## config.mk

```make
export PLATFORM = sky130hd
export DESIGN_NAME = icsc_top
export DESIGN_NICKNAME = d
export VERILOG_FILES = /design/src/design/icsc_pkg.sv /design/src/design/icsc_calc.sv /design/src/design/icsc_top.sv
export SDC_FILE = /design/constraint.sdc
export NUM_CORES = 2
export LEC_CHECK = 0
export BUFFER_PORTS_ARGS = -buffer_cell sky130_fd_sc_hd__buf_2
export CORE_UTILIZATION = 35
export CTS_CLUSTER_DIAMETER = 150
export DETAILED_ROUTE_END_ITERATION = 8
export PLACE_DENSITY = 0.58
export SYNTH_ARGS = -nofsm -noshare
export SYNTH_HDL_FRONTEND = slang
export SYNTH_SLANG_ARGS = --single-unit
```

## constraint.sdc

```tcl
create_clock -name REF_CLK_IN -period 16.1 [get_ports REF_CLK_IN]
set_input_delay 4.025 -clock REF_CLK_IN [delete_from_list [all_inputs] [get_ports REF_CLK_IN]]
set_output_delay 4.025 -clock REF_CLK_IN [all_outputs]
set_load 0.01 [all_outputs]
```

## src/design/icsc_pkg.sv

```systemverilog
// Purpose: Shared constants for input current sense calibration
// Assumes: 10 MHz reference clock, word-level management transactions
// Notes:   Command codes, field positions, reset values, scaling tables
package icsc_pkg;
  // Command codes
  localparam logic [7:0] CMD_PAGE     = 8'h00;
  localparam logic [7:0] CMD_IIN      = 8'h89;
  localparam logic [7:0] CMD_VOUT_LIN = 8'hD4;
  localparam logic [7:0] CMD_CFG10    = 8'hDA;
  localparam logic [7:0] CMD_CFG12    = 8'hDC;
  // Page codes
  localparam logic [7:0] PAGE_A = 8'h00;
  localparam logic [7:0] PAGE_B = 8'h01;
  // Field positions
  localparam int DGS_LSB   = 8;
  localparam int CEIL_LSB  = 0;
  localparam int BOOST_BIT = 13;
  localparam int OFS_LSB   = 8;
  localparam int SEL_LSB   = 14;
  localparam int FACT_LSB  = 0;
  // Values after reset, before the stored values load
  localparam logic [7:0]  PAGE_RST  = 8'h00;
  localparam logic [7:0]  DGS_RST   = 8'h32;
  localparam logic [7:0]  CEIL_RST  = 8'h00;
  localparam logic [4:0]  OFS_RST   = 5'h00;
  localparam logic [1:0]  SEL_RST   = 2'h0;
  localparam logic [12:0] FACT_RST  = 13'h0000;
  localparam logic [15:0] WORD_RST  = 16'h0000;
  // Digital gain scale limit
  localparam logic [7:0] DGS_MAX = 8'h40;
  // Refresh period of the input current readback
  localparam int REFRESH_NS  = 100000;
  localparam int CLK_NS      = 100;
  localparam int REFRESH_CYC = REFRESH_NS / CLK_NS;
  localparam int CALC_LAT    = 3;
  // Linear format: exponent -4, so one mantissa step is 1/16 A
  localparam logic [4:0]         LIN_EXP  = 5'h1C;
  localparam logic signed [10:0] MANT_MAX = 11'sh3FF;
  localparam logic signed [10:0] MANT_MIN = -11'sh400;
  // 160*65536/gain in micro-ohm, index {boost, select}
  localparam logic [7:0][16:0] GAIN_RECIP = {
    17'h0_0A3D, 17'h0_1111, 17'h0_147B, 17'h0_2222,
    17'h0_51EC, 17'h0_8889, 17'h0_A3D7, 17'h1_1111};
  // Largest sense voltage in microvolts, index select
  localparam logic [3:0][15:0] SENSE_MAX_UV = {
    16'h61A8, 16'h3A98, 16'h30D4, 16'h1D4C};
  // 65536/50, 65536/10, and 0.1 A in 1/160 A
  localparam logic [11:0] DGS_RECIP   = 12'h51F;
  localparam logic [12:0] TENTH_RECIP = 13'h199A;
  localparam int          OFS_STEP_SH = 4;
endpackage

```

## src/design/icsc_calc.sv

```systemverilog
// Purpose: Pipelined input current computation in linear format
// Assumes: Sense sample in microvolts, same clock domain
// Notes:   Three register stages from start to done
`timescale 1ns/1ps
module icsc_calc (
  // Clock and reset
  input  wire logic               clk_in,
  input  wire logic               rst_in,
  input  wire logic               ce_in,
  // Operands
  input  wire logic               start_in,
  input  wire logic signed [15:0] uv_in,
  input  wire logic [2:0]         gain_code_in,
  input  wire logic [7:0]         dgs_in,
  input  wire logic [4:0]         ofs_in,
  // Result
  output logic                    done_out,
  output logic signed [10:0]      mant_out,
  output logic                    clip_out
);
  logic signed [33:0] p1_q, p1_d;
  logic signed [42:0] t_q, t_d;
  logic signed [23:0] ofs_q, ofs_d;
  logic [2:0]         vld_q, vld_d;
  logic signed [10:0] mant_q, mant_d;
  logic               clip_q, clip_d, clip1_q, clip1_d;
  logic [7:0]         dgs1_q, dgs1_d;
  logic signed [15:0] lim;
  logic signed [15:0] uv_c;
  logic signed [55:0] p3;
  logic signed [23:0] u;
  logic signed [37:0] p4;
  logic signed [21:0] mf;

  // Next values of the three stages
  always_comb begin
    lim     = $signed(icsc_pkg::SENSE_MAX_UV[gain_code_in[1:0]]);
    uv_c    = uv_in;
    clip1_d = clip1_q;
    if (uv_in > lim) begin
      uv_c    = lim;
    end else if (uv_in < -lim) begin
      uv_c    = -lim;
    end
    // Flag and offset taken with the operands, held to the output stage
    if (start_in) begin
      clip1_d = (uv_c != uv_in);
    end
    p1_d   = uv_c * $signed({1'b0, icsc_pkg::GAIN_RECIP[gain_code_in]});
    dgs1_d = dgs_in;
    t_d    = p1_q * $signed({1'b0, dgs1_q});
    ofs_d  = ofs_q;
    if (start_in) begin
      ofs_d = {{19{ofs_in[4]}}, ofs_in} << icsc_pkg::OFS_STEP_SH;
    end
    p3     = t_q * $signed({1'b0, icsc_pkg::DGS_RECIP});
    u      = p3[55:32] + ofs_q;
    p4     = u * $signed({1'b0, icsc_pkg::TENTH_RECIP});
    mf     = p4[37:16];
    clip_d = clip_q;
    mant_d = mant_q;
    vld_d  = {vld_q[1:0], start_in};
    if (vld_q[1]) begin
      clip_d = clip1_q;
      if (mf > icsc_pkg::MANT_MAX) begin
        mant_d = icsc_pkg::MANT_MAX;
      end else if (mf < icsc_pkg::MANT_MIN) begin
        mant_d = icsc_pkg::MANT_MIN;
      end else begin
        mant_d = mf[10:0];
      end
    end
  end

  // Stage registers
  always_ff @(posedge clk_in or posedge rst_in) begin
    if (rst_in) begin
      p1_q    <= '0;
      t_q     <= '0;
      ofs_q   <= '0;
      vld_q   <= '0;
      mant_q  <= '0;
      clip_q  <= 1'b0;
      clip1_q <= 1'b0;
      dgs1_q  <= '0;
    end else if (ce_in) begin
      p1_q    <= p1_d;
      t_q     <= t_d;
      ofs_q   <= ofs_d;
      vld_q   <= vld_d;
      mant_q  <= mant_d;
      clip_q  <= clip_d;
      clip1_q <= clip1_d;
      dgs1_q  <= dgs1_d;
    end
  end

  assign done_out = vld_q[2];
  assign mant_out = mant_q;
  assign clip_out = clip_q;
endmodule

```

## src/design/icsc_top.sv

```systemverilog
// Purpose: Input current sense calibration registers and readback
// Assumes: Word transactions decoded upstream on the same clock
// Notes:   Stored values load on the first enabled cycle after reset
//
// How it works
// One input current value is reported for both channels together.
// Boost bit and two-bit select pick one of eight analog gains.
// Sense voltage limited per select code; 50 A or 6.25 A full scale.
// Reported current scales by digital gain scale over fifty.
// Digital gain scale never exceeds sixty-four.
// Digital gain scale sits in bits 15:8 of page 0 word.
// Host sets scale to fifty times analog gain over sense resistance.
// Five-bit signed offset in page 1 bits 12:8, 0.1 A steps.
// Boost bit sits in bit 13 of the page 1 word.
// Each channel has its own current ceiling in bits 7:0, 1 A steps.
// Page 00h selects channel A, page 01h selects channel B.
// Gain select in bits 15:14 of gain word, page 0 only.
// Host selects page 00h before using the gain word.
// Host leaves factory bits 12:0 of the gain word unchanged.
// Calibration words use word reads and writes only.
// Voltage readback is read-only, exponent 15:11, mantissa 10:0.
// Input current readback refreshes every 100 microseconds, word read only.
// Input current word holds exponent 15:11 and mantissa 10:0.
// Current equals voltage over gain, times scale over fifty, plus offset.
// Fields load from stored values at reset and hold until rewritten.
`timescale 1ns/1ps
module icsc_top #(
  parameter int unsigned REFRESH_CYCLES = icsc_pkg::REFRESH_CYC
) (
  // Clock, reset, enable
  input  wire logic               REF_CLK_IN,
  input  wire logic               RESET_IN,
  input  wire logic               CE_IN,
  // Management transactions
  input  wire logic [7:0]         CMD_CODE_IN,
  input  wire logic               WR_WORD_IN,
  input  wire logic               RD_WORD_IN,
  input  wire logic               WR_BYTE_IN,
  input  wire logic               RD_BYTE_IN,
  input  wire logic [15:0]        WR_DATA_IN,
  output logic [15:0]             RD_DATA_OUT,
  output logic                    RD_VALID_OUT,
  output logic                    INVALID_OUT,
  // Stored defaults
  input  wire logic [15:0]        NVM_CFG_A_IN,
  input  wire logic [15:0]        NVM_CFG_B_IN,
  input  wire logic [15:0]        NVM_GAIN_IN,
  // Telemetry samples
  input  wire logic signed [15:0] SENSE_UV_IN,
  input  wire logic [15:0]        VOUT_LIN_A_IN,
  input  wire logic [15:0]        VOUT_LIN_B_IN,
  // Results and settings
  output logic [15:0]             IIN_WORD_OUT,
  output logic                    IIN_UPDATE_OUT,
  output logic                    SENSE_CLIP_OUT,
  output logic [2:0]              ANALOG_GAIN_CODE_OUT,
  output logic [7:0]              CEIL_A_OUT,
  output logic [7:0]              CEIL_B_OUT,
  output logic [7:0]              PAGE_OUT
);
  if (REFRESH_CYCLES <= icsc_pkg::CALC_LAT || REFRESH_CYCLES > 65535) begin : g_bad_refresh
    $error("REFRESH_CYCLES out of range");
  end

  // Configuration state
  logic        load_pend_q, load_pend_d;
  logic [7:0]  page_q, page_d;
  logic [7:0]  dgs_q, dgs_d;
  logic [7:0]  ceil_a_q, ceil_a_d;
  logic [7:0]  ceil_b_q, ceil_b_d;
  logic        boost_q, boost_d;
  logic [4:0]  ofs_q, ofs_d;
  logic [1:0]  sel_q, sel_d;
  logic [12:0] fact_q, fact_d;
  logic        on_a;
  // Response state
  logic [15:0] rd_data_q, rd_data_d;
  logic        rd_valid_q, rd_valid_d;
  logic        invalid_q, invalid_d;
  // Refresh and readback state
  logic [15:0] ref_cnt_q, ref_cnt_d;
  logic        start_q, start_d;
  logic [15:0] iin_q, iin_d;
  logic        upd_q, upd_d;
  logic        clip_q, clip_d;
  logic        calc_done;
  logic        calc_clip;
  logic signed [10:0] calc_mant;
  // Command classes
  logic        is_word_reg;
  logic        is_known;

  function automatic logic [7:0] clamp_dgs(input logic [7:0] v);
    return (v > icsc_pkg::DGS_MAX) ? icsc_pkg::DGS_MAX : v;
  endfunction

  assign on_a        = (page_q == icsc_pkg::PAGE_A);
  assign is_word_reg = (CMD_CODE_IN == icsc_pkg::CMD_CFG10) || (CMD_CODE_IN == icsc_pkg::CMD_CFG12) ||
                       (CMD_CODE_IN == icsc_pkg::CMD_IIN) || (CMD_CODE_IN == icsc_pkg::CMD_VOUT_LIN);
  assign is_known    = is_word_reg || (CMD_CODE_IN == icsc_pkg::CMD_PAGE);

  // Configuration next values: stored load, page, word writes
  always_comb begin
    load_pend_d = 1'b0;
    page_d      = page_q;
    dgs_d       = dgs_q;
    ceil_a_d    = ceil_a_q;
    ceil_b_d    = ceil_b_q;
    boost_d     = boost_q;
    ofs_d       = ofs_q;
    sel_d       = sel_q;
    fact_d      = fact_q;
    if (load_pend_q) begin
      dgs_d    = clamp_dgs(NVM_CFG_A_IN[icsc_pkg::DGS_LSB +: 8]);
      ceil_a_d = NVM_CFG_A_IN[icsc_pkg::CEIL_LSB +: 8];
      boost_d  = NVM_CFG_B_IN[icsc_pkg::BOOST_BIT];
      ofs_d    = NVM_CFG_B_IN[icsc_pkg::OFS_LSB +: 5];
      ceil_b_d = NVM_CFG_B_IN[icsc_pkg::CEIL_LSB +: 8];
      sel_d    = NVM_GAIN_IN[icsc_pkg::SEL_LSB +: 2];
      fact_d   = NVM_GAIN_IN[icsc_pkg::FACT_LSB +: 13];
    end else if (WR_BYTE_IN && CMD_CODE_IN == icsc_pkg::CMD_PAGE) begin
      if (WR_DATA_IN[7:0] == icsc_pkg::PAGE_A || WR_DATA_IN[7:0] == icsc_pkg::PAGE_B) begin
        page_d = WR_DATA_IN[7:0];
      end
    end else if (WR_WORD_IN && CMD_CODE_IN == icsc_pkg::CMD_CFG10) begin
      if (on_a) begin
        dgs_d    = clamp_dgs(WR_DATA_IN[icsc_pkg::DGS_LSB +: 8]);
        ceil_a_d = WR_DATA_IN[icsc_pkg::CEIL_LSB +: 8];
      end else begin
        boost_d  = WR_DATA_IN[icsc_pkg::BOOST_BIT];
        ofs_d    = WR_DATA_IN[icsc_pkg::OFS_LSB +: 5];
        ceil_b_d = WR_DATA_IN[icsc_pkg::CEIL_LSB +: 8];
      end
    end else if (WR_WORD_IN && CMD_CODE_IN == icsc_pkg::CMD_CFG12 && on_a) begin
      sel_d  = WR_DATA_IN[icsc_pkg::SEL_LSB +: 2];
      fact_d = WR_DATA_IN[icsc_pkg::FACT_LSB +: 13];
    end
  end

  // Configuration registers
  always_ff @(posedge REF_CLK_IN or posedge RESET_IN) begin
    if (RESET_IN) begin
      load_pend_q <= 1'b1;
      page_q      <= icsc_pkg::PAGE_RST;
      dgs_q       <= icsc_pkg::DGS_RST;
      ceil_a_q    <= icsc_pkg::CEIL_RST;
      ceil_b_q    <= icsc_pkg::CEIL_RST;
      boost_q     <= 1'b0;
      ofs_q       <= icsc_pkg::OFS_RST;
      sel_q       <= icsc_pkg::SEL_RST;
      fact_q      <= icsc_pkg::FACT_RST;
    end else if (CE_IN) begin
      load_pend_q <= load_pend_d;
      page_q      <= page_d;
      dgs_q       <= dgs_d;
      ceil_a_q    <= ceil_a_d;
      ceil_b_q    <= ceil_b_d;
      boost_q     <= boost_d;
      ofs_q       <= ofs_d;
      sel_q       <= sel_d;
      fact_q      <= fact_d;
    end
  end

  // Response next values: read data and refusals
  always_comb begin
    rd_data_d  = rd_data_q;
    rd_valid_d = 1'b0;
    invalid_d  = 1'b0;
    if (RD_WORD_IN && is_word_reg) begin
      rd_valid_d = 1'b1;
      case (CMD_CODE_IN)
        icsc_pkg::CMD_CFG10: begin
          rd_data_d = on_a ? {dgs_q, ceil_a_q} : {2'b00, boost_q, ofs_q, ceil_b_q};
        end
        icsc_pkg::CMD_CFG12: begin
          rd_data_d = on_a ? {sel_q, 1'b0, fact_q} : icsc_pkg::WORD_RST;
        end
        icsc_pkg::CMD_IIN: begin
          rd_data_d = iin_q;
        end
        default: begin
          rd_data_d = on_a ? VOUT_LIN_A_IN : VOUT_LIN_B_IN;
        end
      endcase
    end else if (RD_BYTE_IN && CMD_CODE_IN == icsc_pkg::CMD_PAGE) begin
      rd_valid_d = 1'b1;
      rd_data_d  = {8'h00, page_q};
    end else if (RD_WORD_IN || RD_BYTE_IN) begin
      invalid_d  = 1'b1;
    end
    if (WR_WORD_IN) begin
      invalid_d = !is_known || CMD_CODE_IN == icsc_pkg::CMD_PAGE ||
                  CMD_CODE_IN == icsc_pkg::CMD_IIN || CMD_CODE_IN == icsc_pkg::CMD_VOUT_LIN;
    end else if (WR_BYTE_IN) begin
      invalid_d = CMD_CODE_IN != icsc_pkg::CMD_PAGE ||
                  (WR_DATA_IN[7:0] != icsc_pkg::PAGE_A && WR_DATA_IN[7:0] != icsc_pkg::PAGE_B);
    end
  end

  // Response registers
  always_ff @(posedge REF_CLK_IN or posedge RESET_IN) begin
    if (RESET_IN) begin
      rd_data_q  <= icsc_pkg::WORD_RST;
      rd_valid_q <= 1'b0;
      invalid_q  <= 1'b0;
    end else if (CE_IN) begin
      rd_data_q  <= rd_data_d;
      rd_valid_q <= rd_valid_d;
      invalid_q  <= invalid_d;
    end
  end

  // Refresh timer and readback next values
  always_comb begin
    start_d   = 1'b0;
    ref_cnt_d = ref_cnt_q + 16'h0001;
    if (ref_cnt_q == 16'(REFRESH_CYCLES - 1)) begin
      ref_cnt_d = 16'h0000;
      start_d   = 1'b1;
    end
    iin_d  = iin_q;
    clip_d = clip_q;
    upd_d  = 1'b0;
    if (calc_done) begin
      iin_d  = {icsc_pkg::LIN_EXP, calc_mant};
      clip_d = calc_clip;
      upd_d  = 1'b1;
    end
  end

  // Refresh and readback registers
  always_ff @(posedge REF_CLK_IN or posedge RESET_IN) begin
    if (RESET_IN) begin
      ref_cnt_q <= 16'h0000;
      start_q   <= 1'b0;
      iin_q     <= icsc_pkg::WORD_RST;
      clip_q    <= 1'b0;
      upd_q     <= 1'b0;
    end else if (CE_IN) begin
      ref_cnt_q <= ref_cnt_d;
      start_q   <= start_d;
      iin_q     <= iin_d;
      clip_q    <= clip_d;
      upd_q     <= upd_d;
    end
  end

  // Shared current computation for both channels
  icsc_calc u_calc (
    .clk_in       (REF_CLK_IN),
    .rst_in       (RESET_IN),
    .ce_in        (CE_IN),
    .start_in     (start_q),
    .uv_in        (SENSE_UV_IN),
    .gain_code_in ({boost_q, sel_q}),
    .dgs_in       (dgs_q),
    .ofs_in       (ofs_q),
    .done_out     (calc_done),
    .mant_out     (calc_mant),
    .clip_out     (calc_clip)
  );

  // Outputs straight from registers
  assign RD_DATA_OUT          = rd_data_q;
  assign RD_VALID_OUT         = rd_valid_q;
  assign INVALID_OUT          = invalid_q;
  assign IIN_WORD_OUT         = iin_q;
  assign IIN_UPDATE_OUT       = upd_q;
  assign SENSE_CLIP_OUT       = clip_q;
  assign ANALOG_GAIN_CODE_OUT = {boost_q, sel_q};
  assign CEIL_A_OUT           = ceil_a_q;
  assign CEIL_B_OUT           = ceil_b_q;
  assign PAGE_OUT             = page_q;
endmodule

```

==> reports/metrics.yaml <==
outcome:
  status: "completed"
cts:
  clk_pin_slew_ns: 0.06
  clock_sinks: 209
  root_buffer: "clkbuf_16"
  clockBufferDepth: 3
  cts-htree-levels: 1
  insertion_delay_ns: 0.58
  cts_buffers: 26
  ctsResizeCount: 0
  postCtsHoldBufs: 0
  cts_tree: "done"
  postCtsSetupRepairBufs: 0
routing:
  vias_per_cell: 4.94
  postRouteAntennaNets: 0
  first_pass_iters: 5
  initialDrtViolationCount: 1599
  avgRoutedWirePerCell_um: 16.1
  drc_errors: 0
  num_vias: 32000
  wl_mm: 105
yosys:
  yosysTopAreaCell: "fa_1"
  synth_edf_count: 0
  syn-cell-area_um2: 43200
  syn_inst: 4694
  synth.ff_latch_count: 209
  ys_seq_area_share_pct: 12.1
  netlist_top_cells_area: "fa_1 (33%), ha_1 (16%), dfrtp_1 (12%), inv_1 (8.3%), nand2_1 (4.0%)"
  postSynth.asyncResetShare_pct: 100
  syn-mean-instance-area_um2: 9.20
  yosysWarnings: 0
  synth_top_area_share_pct: 33.2
  synth_ff_type: "dfrtp_1"
  yosysUniqueCellTypes: 92
sta:
  final_hold_viol_count: 0
  fmax_ghz: 0.0739
  setup-tns-final_ns: 0
  finClkSkew_ns: 0.0221
  rsz0062_at_grt: "no"
  layout_min_cycle_time_ns: 13.53
  finalCritPeriodShare_pct: 84.1
  maxSlewHeadroom_pct: 16.2
  slew_viol_final: 0
  setup_violations: 0
  worst_pin_slew_ns: 1.25
  hold_slack_ns: 0.468
min_path:
  hp-class: "flip-flop to flip-flop"
  min_from: "ref_cnt_q[15]$_DFFE_PP0P_"
place:
  gp_congestion: 0.948
  dp_hpwl_mm: 87.7
  port_buffers: 184
critical_path:
  endpoint: "u_calc.p1_q[32]$_DFFE_PP0P_"
  crit_cells: 39
  arrival_ns: 14.00
  cpMaxStageDelayCell: "a221oi_2"
  reg2reg_depth: 49
  cpMostUsedCell: "fa_1"
  reg2reg_from: "u_calc.t_q[25]$_DFFE_PP0P_"
  critPathLaunchType: "primary input"
  path_buf_inv: 6
  r2r_slack_ns: 2.75
  required_ns: 16.57
  cp_slowest_stage_delay_ns: 0.72
  cp-end-kind: "flip-flop"
  crit_family: "compound AO/OA/AOI/OAI gates"
  crit_type: "primary input to flip-flop"
  worstPathMaxFanout: 11
  crit_path_start: "SENSE_UV_IN[2]"
  r2r-end: "u_calc.mant_out[1]$_DFFE_PP0P_"
global_route:
  grt_use_total_pct: 17.6
  grt_antenna_before_repair: 4
  grt_pass1_vias: 34000
  grt_max_degree: 96
  grt_overflow: 0
  grt_pass1_wl_mm: 179
die:
  row_count: 128
  core_area_um2: 122000
  start_util_pct: 35.4
  io_pins: 190
  die_h_um: 353
  chipWidth_um: 353
  die_area_um2: 125000
final_layout:
  area_growth_pct: 8.84
  nNetsFinal: 6233
  drive_gt1_share_pct: 8.60
  fill_cells: 12400
run:
  cap_violations: 0
==> cell usage after synthesis (all sizes together) (8+ instances only) <==
cell type and number:
xnor2 119, mux2i 17, o31ai 14, nor4 14
a21o 60, buf 11, clkbuf 114, inv 953
nand2b 24, a211oi 22, o21a 24, or2 9
nor2 275, nand2 460, ha 561, or3 18
dfrtp 205, o21bai 16, a22oi 10, nor2b 41
fa 716, xor2 59, a221oi 18, nand4 20
and3 13, o21ai 100, o22ai 11, and4 8
and2 212, a21oi 252, nor3 51, a31oi 27
nand3 42, mux2 93
==> worst min path at each step <==
stage / endpoint / slack [ns] / cells past startpoint
CTS: ref_cnt_q[15]$_DFFE_PP0P_ / 0.47 / 1
global route: ref_cnt_q[15]$_DFFE_PP0P_ / 0.49 / 1
finish: ref_cnt_q[15]$_DFFE_PP0P_ / 0.47 / 1
global placement: ref_cnt_q[15]$_DFFE_PP0P_ / 0.46 / 1
floorplan: u_calc.clip_out$_DFFE_PP0P_ / 0.44 / 2
detailed placement: ref_cnt_q[15]$_DFFE_PP0P_ / 0.46 / 1
==> cell type report <==
| class | instances | area, um^2 | area share (%) |
|---|---|---|---|
| diodes | 1 | 2.50 | 0.00532 |
| repair buffers | 230 | 1270 | 2.70 |
| clock buffers | 37 | 772 | 1.64 |
| inverters | 957 | 3600 | 7.66 |
| well taps | 1625 | 2030 | 4.33 |
| multi-input cells | 3405 | 33900 | 72.1 |
| clock inverters | 11 | 191 | 0.407 |
| flip-flops and latches | 209 | 5240 | 11.1 |
==> stage by stage <==
step / area, um^2 / worst slack [ns] / util (%) / instances
after floorplan: 43200 / 3.27 / - / 4696
after global placement: 46000 / 1.99 / 37.7 / 6426
after detailed placement: 46000 / 1.98 / 37.7 / 6426
after CTS: 47000 / 2.59 / 38.5 / 6474
after global routing: 47000 / 1.73 / 38.5 / 6474
final: 47000 / 2.57 / 38.5 / 6475
==> sequential cells by signal, indices dropped and copies added, names as in the netlist, 5 cells and up <==
signal           count
CEIL_A_OUT           8
IIN_WORD_OUT        12
u_calc.t_q          43
RD_DATA_OUT         16
u_calc.mant_out     11
ref_cnt_q           16
dgs_q                8
PAGE_OUT             8
u_calc.dgs1_q        8
u_calc.p1_q         34
CEIL_B_OUT           8
fact_q              13
u_calc.ofs_q         5
ofs_q                5
==> layout by cell type (no fill, tap or decap), types with 118 or more instances in the layout <==
master / count
nand2_1: 460
buf_2: 183
nor2_1: 272
and2_1: 212
fa_1: 716
a21oi_1: 251
dfrtp_1: 205
xnor2_1: 118
inv_1: 951
ha_1: 561
==> logic make-up (layout without fill, tap and decap cells) <==
| family | Yosys count | after routing | share of synthesized area [%] |
|---|---|---|---|
| buf+inv | 1082 | 1235 | 9.49 |
| mux | 110 | 110 | 2.82 |
| flops | 209 | 209 | 12.1 |
| compound gates | 626 | 626 | 9.30 |
| fa+ha+maj | 1277 | 1277 | 49.4 |
| simple gates | 1211 | 1211 | 13.2 |
| xor+xnor | 178 | 178 | 3.63 |
| other cells | 1 | 4 | 0.00868 |
==> layer usage <==
| layer | up-vias | wire [um] | track usage, % |
|---|---|---|---|
| li1 | 15200 | - | - |
| met1 | 16000 | 45800 | 23.2 |
| met2 | 685 | 51300 | 30.7 |
| met3 | 142 | 4900 | 2.13 |
| met4 | 8 | 2520 | 3.78 |
| met5 | - | 47 | 0 |
Power is not shown: default switching activity piles up to over one toggle a cycle in this logic, so the estimate is an artifact.
